## src/verilog/aad_pkg.sv

```systemverilog
// package for the accumulator add/abs datapath
// Function
// - abs leaves non-negative accumulator alone, negates a negative one
// - abs always clears the carry flag
// - abs of most negative value: unchanged, or largest positive when saturating
// - abs of most negative value always sets the overflow flag
// - memory add shifts operand left, zero low bits, high bits per sign-extend mode
// - short immediate add: no shift, sign-extend mode ignored
// - add without shift of sixteen sets or clears carry from carry out
// - add with shift of sixteen sets carry on carry, else leaves it
// - indirect: address from pointed aux register, optional increment, optional pointer reload
// - direct, indirect and short immediate adds are one instruction word each
// - single instruction cycles: 1, 1+p, 1+d, or 2+d+p
// - repeated instruction cycles: n, n+p, n+nd, or n+1+p+nd
// - single-access ram is 2K-word blocks, one access per block per cycle
// - external read at least one cycle, external write at least two
// - external write next to an external read takes three cycles when there are no wait states
// - m wait states: read takes m+1 cycles, write m+2 cycles
// - several accesses to one external space multiply its wait cost
package aad_pkg;
    localparam int AAD_ACC_W = 32;
    localparam int AAD_DATA_W = 16;
    localparam int AAD_ADDR_W = 16;
    localparam int AAD_CNT_W = 16;
    localparam int AAD_NUM_AUX = 8;
    localparam int AAD_SHIFT_SIXTEEN = 16;
    localparam int AAD_SINGLE_ACCESS_RAM_BLOCK_LOG2 = 11;
    localparam logic [31:0] AAD_ACC_MOST_NEG = 32'h8000_0000;
    localparam logic [31:0] AAD_ACC_MOST_POS = 32'h7FFF_FFFF;
    localparam logic [31:0] AAD_ACC_RESET = 32'h0000_0000;
    localparam logic [15:0] AAD_AUX_RESET = 16'h0000;
    localparam logic [15:0] AAD_WORDS_ONE = 16'h0001;
    localparam logic [15:0] AAD_EXT_READ_BASE = 16'h0001;
    localparam logic [15:0] AAD_EXT_WRITE_BASE = 16'h0002;
    localparam logic [15:0] AAD_EXT_WRITE_TURN = 16'h0003;

    typedef enum logic [1:0] {AAD_OP_ABS, AAD_OP_ADD_MEM, AAD_OP_ADD_SHORT} aad_op_e;
    typedef enum logic [1:0] {AAD_LOC_ROM, AAD_LOC_DUAL_ACCESS_RAM, AAD_LOC_SINGLE_ACCESS_RAM, AAD_LOC_EXT} aad_loc_e;

    typedef struct packed {
        aad_op_e op;
        logic indirect;
        logic shift16;
        logic [3:0] shift;
        logic post_inc;
        logic load_next;
        logic [2:0] next_aux_register;
        logic [6:0] dma;
        logic [7:0] short_imm;
    } aad_cmd_s;

    typedef struct packed {
        aad_loc_e prog_loc;
        aad_loc_e opnd_loc;
        logic [15:0] prog_addr;
        logic repeat_instruction;
        logic [15:0] repeat_n;
        logic [15:0] p_wait;
        logic [15:0] d_wait;
        logic [3:0] prog_accesses;
        logic [3:0] data_accesses;
    } aad_cost_s;
endpackage
```

## src/verilog/aad_datapath.sv

```systemverilog
// accumulator add/abs datapath with cycle cost model
`timescale 1ns/1ps
`default_nettype none
module aad_datapath (
    input wire logic core_clk,
    input wire logic rst_n,
    input wire logic cmd_valid,
    input wire aad_pkg::aad_cmd_s cmd,
    input wire aad_pkg::aad_cost_s cost,
    input wire logic sign_extend_mode_bit,
    input wire logic saturate_mode_bit,
    input wire logic [2:0] aux_init_sel,
    input wire logic [15:0] aux_init_value,
    input wire logic aux_init_we,
    input wire logic [15:0] mem_rdata,
    input wire logic ext_valid,
    input wire logic ext_write,
    input wire logic [15:0] ext_wait_states,
    input wire logic ext_next_is_read,
    output logic [15:0] mem_addr,
    output logic [31:0] acc,
    output logic carry_flag,
    output logic overflow_flag,
    output logic [2:0] aux_pointer_select,
    output logic [15:0] aux_register_four,
    output logic [15:0] instr_words,
    output logic [15:0] instr_cycles,
    output logic sameblock_conflict,
    output logic [15:0] ext_access_cycles,
    output logic done
);
    import aad_pkg::*;

    logic [31:0] acc_r;
    logic carry_r;
    logic ov_r;
    logic [2:0] arp_r;
    logic [15:0] aux_r [AAD_NUM_AUX];
    logic [15:0] cycles_r;
    logic [15:0] words_r;
    logic conflict_r;
    logic done_r;

    logic [31:0] operand;
    logic [32:0] sum;
    logic [31:0] add_res;
    logic add_ovf;
    logic [31:0] abs_res;
    logic abs_ovf;
    logic [15:0] addr;
    logic [15:0] p_cost;
    logic [15:0] d_cost;
    logic prog_ext;
    logic opnd_ext;
    logic same_block;
    logic [15:0] cyc_nxt;
    logic has_operand;

    // operand address: direct page zero or pointed aux register
    always_comb begin
        if (cmd.indirect) begin
            addr = aux_r[arp_r];
        end else begin
            addr = {9'h000, cmd.dma};
        end
    end
    assign mem_addr = addr;

    // operand alignment
    always_comb begin
        logic [31:0] ext16;
        ext16 = {{16{sign_extend_mode_bit & mem_rdata[15]}}, mem_rdata};
        if (cmd.op == AAD_OP_ADD_SHORT) begin
            operand = {24'h000000, cmd.short_imm};
        end else if (cmd.shift16) begin
            operand = {mem_rdata, 16'h0000};
        end else begin
            operand = ext16 << cmd.shift;
        end
    end

    // add with overflow detection and saturation
    always_comb begin
        sum = {1'b0, acc_r} + {1'b0, operand};
        add_ovf = (acc_r[31] == operand[31]) && (sum[31] != acc_r[31]);
        if (add_ovf && saturate_mode_bit) begin
            add_res = acc_r[31] ? AAD_ACC_MOST_NEG : AAD_ACC_MOST_POS;
        end else begin
            add_res = sum[31:0];
        end
    end

    // absolute value
    always_comb begin
        abs_ovf = (acc_r == AAD_ACC_MOST_NEG);
        if (abs_ovf) begin
            abs_res = saturate_mode_bit ? AAD_ACC_MOST_POS : AAD_ACC_MOST_NEG;
        end else if (acc_r[31]) begin
            abs_res = 32'(~acc_r + 32'h0000_0001);
        end else begin
            abs_res = acc_r;
        end
    end

    always_ff @(posedge core_clk) begin
        if (!rst_n) begin
            acc_r <= AAD_ACC_RESET;
        end else if (cmd_valid) begin
            acc_r <= (cmd.op == AAD_OP_ABS) ? abs_res : add_res;
        end
    end

    always_ff @(posedge core_clk) begin
        if (!rst_n) begin
            carry_r <= 1'b0;
        end else if (cmd_valid) begin
            if (cmd.op == AAD_OP_ABS) begin
                carry_r <= 1'b0;
            end else if (cmd.op == AAD_OP_ADD_MEM && cmd.shift16) begin
                if (sum[32]) begin
                    carry_r <= 1'b1;
                end
            end else begin
                carry_r <= sum[32];
            end
        end
    end

    // overflow is sticky until reset
    always_ff @(posedge core_clk) begin
        if (!rst_n) begin
            ov_r <= 1'b0;
        end else if (cmd_valid) begin
            if (cmd.op == AAD_OP_ABS) begin
                ov_r <= ov_r | abs_ovf;
            end else begin
                ov_r <= ov_r | add_ovf;
            end
        end
    end

    // aux registers and pointer; software preload loses only to a post-increment add
    always_ff @(posedge core_clk) begin
        if (!rst_n) begin
            for (int i = 0; i < AAD_NUM_AUX; i++) begin
                aux_r[i] <= AAD_AUX_RESET;
            end
        end else if (cmd_valid && cmd.op == AAD_OP_ADD_MEM && cmd.indirect && cmd.post_inc) begin
            aux_r[arp_r] <= 16'(aux_r[arp_r] + 16'h0001);
        end else if (aux_init_we) begin
            aux_r[aux_init_sel] <= aux_init_value;
        end
    end

    always_ff @(posedge core_clk) begin
        if (!rst_n) begin
            arp_r <= 3'h0;
        end else if (cmd_valid && cmd.op == AAD_OP_ADD_MEM && cmd.indirect && cmd.load_next) begin
            arp_r <= cmd.next_aux_register;
        end
    end

    // cycle cost model
    always_comb begin
        has_operand = (cmd.op == AAD_OP_ADD_MEM);
        prog_ext = (cost.prog_loc == AAD_LOC_EXT);
        opnd_ext = has_operand && (cost.opnd_loc == AAD_LOC_EXT);
        // only one access per 2K block per cycle
        same_block = has_operand && cost.prog_loc == AAD_LOC_SINGLE_ACCESS_RAM
            && cost.opnd_loc == AAD_LOC_SINGLE_ACCESS_RAM
            && cost.prog_addr[15:AAD_SINGLE_ACCESS_RAM_BLOCK_LOG2]
               == addr[15:AAD_SINGLE_ACCESS_RAM_BLOCK_LOG2];
        p_cost = prog_ext ? 16'(cost.p_wait * cost.prog_accesses) : 16'h0000;
        d_cost = opnd_ext ? 16'(cost.d_wait * cost.data_accesses) : 16'h0000;
        if (cost.repeat_instruction) begin
            cyc_nxt = 16'(cost.repeat_n + p_cost
                + 16'(d_cost * cost.repeat_n));
            if ((prog_ext && opnd_ext) || same_block) begin
                cyc_nxt = 16'(cyc_nxt + 16'h0001);
            end
        end else begin
            cyc_nxt = 16'(16'h0001 + p_cost + d_cost);
            if ((prog_ext && opnd_ext) || same_block) begin
                cyc_nxt = 16'(cyc_nxt + 16'h0001);
            end
        end
    end

    always_ff @(posedge core_clk) begin
        if (!rst_n) begin
            cycles_r <= 16'h0000;
            words_r <= 16'h0000;
            conflict_r <= 1'b0;
        end else if (cmd_valid) begin
            cycles_r <= cyc_nxt;
            words_r <= AAD_WORDS_ONE;
            conflict_r <= same_block;
        end
    end

    always_ff @(posedge core_clk) begin
        if (!rst_n) begin
            done_r <= 1'b0;
        end else begin
            done_r <= cmd_valid;
        end
    end

    aad_ext_timer u_ext_timer (
        .core_clk(core_clk),
        .rst_n(rst_n),
        .acc_valid(ext_valid),
        .acc_write(ext_write),
        .wait_states(ext_wait_states),
        .next_is_read(ext_next_is_read),
        .access_cycles(ext_access_cycles)
    );

    assign acc = acc_r;
    assign carry_flag = carry_r;
    assign overflow_flag = ov_r;
    assign aux_pointer_select = arp_r;
    assign aux_register_four = aux_r[4];
    assign instr_words = words_r;
    assign instr_cycles = cycles_r;
    assign sameblock_conflict = conflict_r;
    assign done = done_r;
endmodule // aad_datapath
`default_nettype wire

```

## src/verilog/aad_ext_timer.sv

```systemverilog
// external bus access length calculator
`timescale 1ns/1ps
`default_nettype none
module aad_ext_timer (
    input wire logic core_clk,
    input wire logic rst_n,
    input wire logic acc_valid,
    input wire logic acc_write,
    input wire logic [15:0] wait_states,
    input wire logic next_is_read,
    output logic [15:0] access_cycles
);
    import aad_pkg::*;
    logic prev_read_r;
    logic [15:0] base;
    always_ff @(posedge core_clk) begin
        if (!rst_n) begin
            prev_read_r <= 1'b0;
        end else if (acc_valid) begin
            prev_read_r <= !acc_write;
        end
    end
    always_comb begin
        if (!acc_write) begin
            base = AAD_EXT_READ_BASE;
        end else if (wait_states != 16'h0000) begin
            base = AAD_EXT_WRITE_BASE;
        end else if (prev_read_r || next_is_read) begin
            base = AAD_EXT_WRITE_TURN;
        end else begin
            base = AAD_EXT_WRITE_BASE;
        end
    end
    // reads m+1, writes m+2
    always_ff @(posedge core_clk) begin
        if (!rst_n) begin
            access_cycles <= 16'h0000;
        end else if (acc_valid) begin
            access_cycles <= 16'(base + wait_states);
        end
    end
endmodule // aad_ext_timer
`default_nettype wire

```

## config.mk

```make
export PLATFORM = sky130hd
export DESIGN_NAME = aad_datapath
export DESIGN_NICKNAME = d
export VERILOG_FILES = /design/src/verilog/aad_pkg.sv /design/src/verilog/aad_datapath.sv /design/src/verilog/aad_ext_timer.sv
export SDC_FILE = /design/constraint.sdc
export NUM_CORES = 1
export LEC_CHECK = 0
export BUFFER_PORTS_ARGS = -buffer_cell sky130_fd_sc_hd__buf_2
export CORE_MARGIN = 2
export CORE_UTILIZATION = 35
export DETAILED_ROUTE_END_ITERATION = 8
export GPL_TIMING_DRIVEN = 0
export PLACE_DENSITY = 0.63
export SLEW_MARGIN = 20
export SYNTH_ARGS = -nofsm -noshare
export SYNTH_HDL_FRONTEND = slang
export SYNTH_HIERARCHICAL = 1
export SYNTH_SLANG_ARGS = --single-unit
```

## constraint.sdc

```tcl
create_clock -name core_clk -period 12.7 [get_ports core_clk]
set_input_delay 1.905 -clock core_clk [delete_from_list [all_inputs] [get_ports core_clk]]
set_output_delay 1.905 -clock core_clk [all_outputs]
set_load 0.01 [all_outputs]
```

# --- Yosys cells after proc, flatten, opt, wreduce, memory -nomap -nowiden ---
# Memories as Yosys holds them, arrays and structs flattened. A register that Yosys moved wholly into a read port is not among the register bits.
# Cells that the tools add are included.
# W data, S select, Z words.
op_classes:
  reduce_logical: 21
  eq_ne: 12
  add_sub_neg: 10
  n_bitwise: 4
  n_mux: 37
  multipliers: 3
  shifts: 1
op_table:
  columns: ["op", "count"]
  rows:
  - ["$mux W32", 8]
  - ["$mux W16", 10]
  - ["$add A16 B16 Y16", 4]
  - ["$add A16 B1 Y16 const B", 3]
  - ["$add A32 B32 Y33", 1]
  - ["$add A32 B1 Y32 const B", 1]
  - ["$eq A32 B32 Y1 const B", 1]
  - ["$mul A16 B4 Y16", 2]
  - ["$not A32 Y32", 1]
  - ["$reduce_or A16 Y1", 2]
  - ["$shl A32 B4 Y32", 1]
  - ["$add A1 B16 Y16 const A", 1]
  - ["$mul A16 B16 Y16", 1]
  - ["$reduce_bool A16 Y1", 1]
  - ["$mux W1", 15]
  - ["$logic_and A1 B1 Y1", 12]
  - ["$mux W3", 4]
  - ["$eq A2 B2 Y1 const B", 5]
  - ["$ne A3 B3 Y1 const B", 2]
  - ["$eq A5 B5 Y1", 1]
  - ["$reduce_and A2 Y1", 2]
  - ["$eq A2 B1 Y1 const B", 1]
  - ["$logic_not A2 Y1", 1]
  - ["$logic_or A1 B1 Y1", 2]
  - ["5 further kinds", 6]
word_totals:
  in_bits: 165
  memories: 1
  wordCells: 100
  ramBits: 128
  regBits: 73
mem_list:
  columns: ["memory", "words", "width", "read_ports", "rd_clocked_by_memory_dff", "write_ports", "line", "rtl"]
  rows:
  - ["aux_r", 8, 16, 2, 1, 8, "aad_datapath.sv:38", "logic [15:0] aux_r [AAD_NUM_AUX];"]

# --- Logic depth before layout (Yosys ltp) ---
logic_depth:
  depth_word: 10
  depth_mapped: 38
  depth_no_buf: 37

# --- Hierarchy ---
# The synthesis kept the hierarchy.
by_module_without_submodules:
  columns: ["mod", "area_per_inst_um2", "cells_each", "n_inst"]
  rows:
  - ["aad_datapath", 21598.2, 2474, 1]
  - ["aad_ext_timer", 914.6, 106, 1]

# --- Worst setup path after synthesis ---
# No wires, ideal clock.
synth_path:
  kind: "input-to-reg"
  startpoint: "in cost[1] (netlist bit)"
  endpoint: "reg cycles_r[15], in the netlist instr_cycles[15]"
  stages: 35
  t_arrival_ps: 10151
  required_ps: 12563
  setup_ps: 137
  setup_slack_ps: 2412
  n_path_buf: 1
  path_cell_list: "clkbuf_1 -> nand2_1 -> fa_1 -> fa_1 -> inv_1 -> ha_1 -> nor2b_1 -> o31a_1 -> o21ai_0 -> or3b_1 -> nand2_1 -> nor3_1 -> fa_1 -> inv_1 -> fa_1 -> inv_1 -> fa_1 -> inv_1 -> fa_1 -> inv_1 -> fa_1 -> inv_1 -> fa_1 -> inv_1 -> ha_1 -> and3_1 -> a21oi_1 -> o311ai_0 -> xnor2_1 -> nor4_1 -> nand2_1 -> and4bb_2 -> nor4b_1 -> o41ai_1 -> a31oi_1"
synth_via:
  elab_chain_cells: 7
  elab_cells_between_ends: 10
  classes_between: "4 x add/sub; 2 x mul; 4 x mux"
synth_lines:
  columns: ["element", "line", "rtl"]
  rows:
  - ["start, declared", "aad_datapath.sv:9", "input wire aad_pkg::aad_cost_s cost,"]
  - ["$mul A16 B4 Y16 *", "aad_datapath.sv:174", "d_cost = opnd_ext ? 16'(cost.d_wait * cost.data_accesses) : 16'h0000;"]
  - ["$mux W16 *", "aad_datapath.sv:174", null]
  - ["$mul A16 B16 Y16", "aad_datapath.sv:177", "+ 16'(d_cost * cost.repeat_n));"]
  - ["$add A16 B16 Y16", "aad_datapath.sv:177", null]
  - ["$add A16 B1 Y16", "aad_datapath.sv:179", "cyc_nxt = 16'(cyc_nxt + 16'h0001);"]
  - ["$mux W16", "aad_datapath.sv:178", "if ((prog_ext && opnd_ext) || same_block) begin"]
  - ["$mux W16 *", "aad_datapath.sv:175", "if (cost.repeat_instruction) begin"]
  - ["end signal, assigned", "aad_datapath.sv:195", "cycles_r <= cyc_nxt;"]
  - ["end, declared", "aad_datapath.sv:39", "logic [15:0] cycles_r;"]
# Every way passes the cells marked *; elsewhere a longest branch is shown, timed or not.
# A chain may end at the register's enable or synchronous reset.

# --- Worst setup path in the final report ---
# Ends and elaborated chain as after synthesis.

==> qor.yml <==
status:
  status: "complete, no violations"
worst_setup_path:
  crit_slowest_cell: "a2111oi_0"
  critPathMaxStageDelay_ns: 0.65
  startpoint_type: "input pin"
  cp_top_family: "adder cells"
  path_buf_inv: 5
  crit_required_ns: 13.10
  criticalPathCategory: "input pin to flop"
  path_max_fanout: 10
  crit_path_end_kind: "flop"
  arrival_ns: 11.70
  critPathMostFrequentCell: "fa_1"
clocking:
  clkTransAtPathRegs_ns: 0.06
  cts_setup_buffers: 0
  cts_root_buffer: "clkbuf_16"
  cts_tree: "done"
  cts_buffer_depth: 3
  postCtsHoldBufs: 0
  cts.sinks: 204
  cts-resized-gates: 0
  clk_latency_ns: 0.55
  numCtsBuffers: 24
  cts_max_level: 1
synth:
  synth_edf_count: 128
  async_flop_share_pct: 0
  synth_compound_area_share_pct: 13.9
  synth_fa_ha_area_share_pct: 21.8
  ys_seq_area_share_pct: 23.8
  synth_top_family_by_area: "adder cells"
  muxShareOfSynthArea_pct: 6.77
  yosysUniqueCellTypes: 92
  synthFlopType: "edfxtp_1"
  synth-simple-area-share_pct: 20.1
  synthesis.area_um2: 22500
  yosysWarnings: 6
  synth.avg_cell_area_um2: 8.73
  synthCells: 2580
  synth_xor_area_share_pct: 6.72
  ys_ff_latch: 204
sta:
  hold_viol: 0
  tightest_slew_ns: 1.09
  tns_ns: 0
  setup_viol: 0
  fin_crit_ns: 11.30
  period_share_pct: 89.0
  relSlewSlack_pct: 25.5
  timing.fmax_mhz: 88.5
  skew_ns: 0.0135
  rsz0062_at_grt: "false"
  worst_slack_ns: 1.40
  hold_slack_ns: 0.463
  drv_slew: 0
place:
  place_area_um2: 24900
  gp_congestion: 0.922
  dpl.cell_count: 3685
  dpl.hpwl_mm: 54.9
  portBuffers: 245
  dp_worst_setup_slack_ns: 0.788
route:
  dr.first_iter.drc_count: 1473
  dr.pass1.iters: 7
  drt-total-wl_mm: 68.0
  detail-route-antenna-nets: 0
  viasPerCell: 5.30
  wl_per_cell_um: 18.2
  drc: 0
  dr_total_vias: 19800
global_routing:
  use_met3_pct: 3.53
  grt_overflow: 0
  busiest_layer: "met2"
  antenna_found_initial: 7
  first_global_vias: 18800
  use_met2_pct: 31.5
  grt_max_degree: 17
  grtUsageTotal_pct: 19.9
  grt_util_met1_pct: 28.4
  grt_first_pass_wirelength_mm: 106
die:
  io_pins: 284
  dieArea_um2: 66400
  die-width_um: 258
  core_um2: 63300
  rows: 92
  start_util_pct: 35.6
  die_h_um: 258
job:
  maxCapViolations: 0
final_layout:
  fin_util_pct: 40.5
  drive_gt1_share_pct: 13.3
  syn_to_final_growth_pct: 13.8
  multi_input_area_um2: 15700
  layout.cells.non_filler: 3730
  fill_cells: 6468
  ff_latch_area_um2: 5370
  final_cell_area_um2: 25600
  nNetsFinal: 3327
pwr:
  peakVddDrop_v: 0.0000828
  switching_share_pct: 39.4
  internal_power_mw: 1.57
  total_power_mw: 2.60
  clockPowerShare_pct: 25.5
  pwr_density_cell_nw_per_um2: 101
  p_switching_mw: 1.02
  p_comb_share_pct: 44.6
  total_leakage_power_nw: 11.3
  power.share.sequential_pct: 30.0
min_path:
  min_path_type: "flop to flop"
routing by layer:
metal / share of wire (%) / vias up
met3: 7.8 / 98
met2: 44 / 721
met4: 2.3 / 2
met1: 46 / 9481
li1: - / 9459
met5: 0.024 / -
logic make-up (layout without fill, tap and decap cells):
logic type | after synthesis | in the layout
compound gates | 483 | 483
xor+xnor | 163 | 163
fa+ha+maj | 297 | 297
buf+inv | 391 | 680
flops | 204 | 204
mux | 102 | 102
other cells | 1 | 16
simple gates | 939 | 939
synth_stat cells, types with 28 or more instances:
cell | number | area [um2]
a211oi_1 | 28 | 210
a21o_1 | 41 | 308
a21oi_1 | 145 | 726
and2_1 | 96 | 601
and3_1 | 31 | 194
clkbuf_1 | 96 | 360
dfxtp_1 | 76 | 1520
edfxtp_1 | 128 | 3840
fa_1 | 159 | 3180
ha_1 | 138 | 1730
inv_1 | 265 | 995
mux2i_1 | 53 | 531
mux4_2 | 35 | 788
nand2_1 | 244 | 916
nand3_1 | 38 | 190
nor2_1 | 312 | 1170
nor3_1 | 50 | 250
o21ai_0 | 100 | 500
xnor2_1 | 98 | 858
xor2_1 | 59 | 517
path summary, 6_finish.rpt:
check / from / endpoint / slack (ns) / depth (start not counted)
worst max register to register: flop / aux_r[1][14] / 8.03 / 17
worst max-delay path: cost[1] / instr_cycles[15] / 1.40 / 32
worst min register to register: instr_cycles[3] / instr_cycles[3] / 0.46 / 2
worst min-delay path: instr_cycles[3] / instr_cycles[3] / 0.46 / 2
cell usage in the layout, fill, tap and decap left out, drive strengths merged, types with 51 or more instances in the layout:
master and count:
and2 97, buf 274, fa 159, clkbuf 127, xnor2 98, mux2i 58, nand2 244, inv 268
o21ai 106, ha 138, edfxtp 128, a21oi 148, dfxtp 76, xor2 59, nor2 312, nor3 51
registers in the layout, indices dropped and copies added (netlist names), named ones only:
name,cells
overflow_flag,1
done,1
instr_words,1
carry_flag,1
aux_pointer_select,3
instr_cycles,16
aux_r,128
u_ext_timer/prev_read_r,1
acc,32
u_ext_timer/access_cycles,16
sameblock_conflict,1
worst reg2reg max path: cells and delay by family, from the launching register on:
kind	cells	cell delay, ns
adder cells (fa/ha/maj)	1	0.18
XOR/XNOR	1	0.14
AND/OR/NAND/NOR	6	0.93
flip-flops	1	0.31
buffers and inverters	6	1.67
AO/OA/AOI/OAI	1	0.69
multiplexers	2	0.47
area by class of cell:
type / instances / share of cell area [%]
multi-input cells: 1999 / 61.2
flip-flops and latches: 204 / 20.9
repair buffers: 245 / 4.79
well taps: 846 / 4.13
inverters: 266 / 3.90
clock buffers: 31 / 2.56
plain buffers: 125 / 2.14
clock inverters: 13 / 0.352
diodes: 1 / 0.00977
power by group through the flow:
stage          Clock, mW  Combinational (mW)  Sequential, mW
4_1_cts            0.676                1.15           0.777
3_5_place_dp           0                1.15           0.791
2_1_floorplan          0               0.818           0.792
5_1_grt            0.704                1.30           0.782
3_3_place_gp           0                1.14           0.790
6_report           0.661                1.16           0.777
Power figures use the tool's default switching activity.
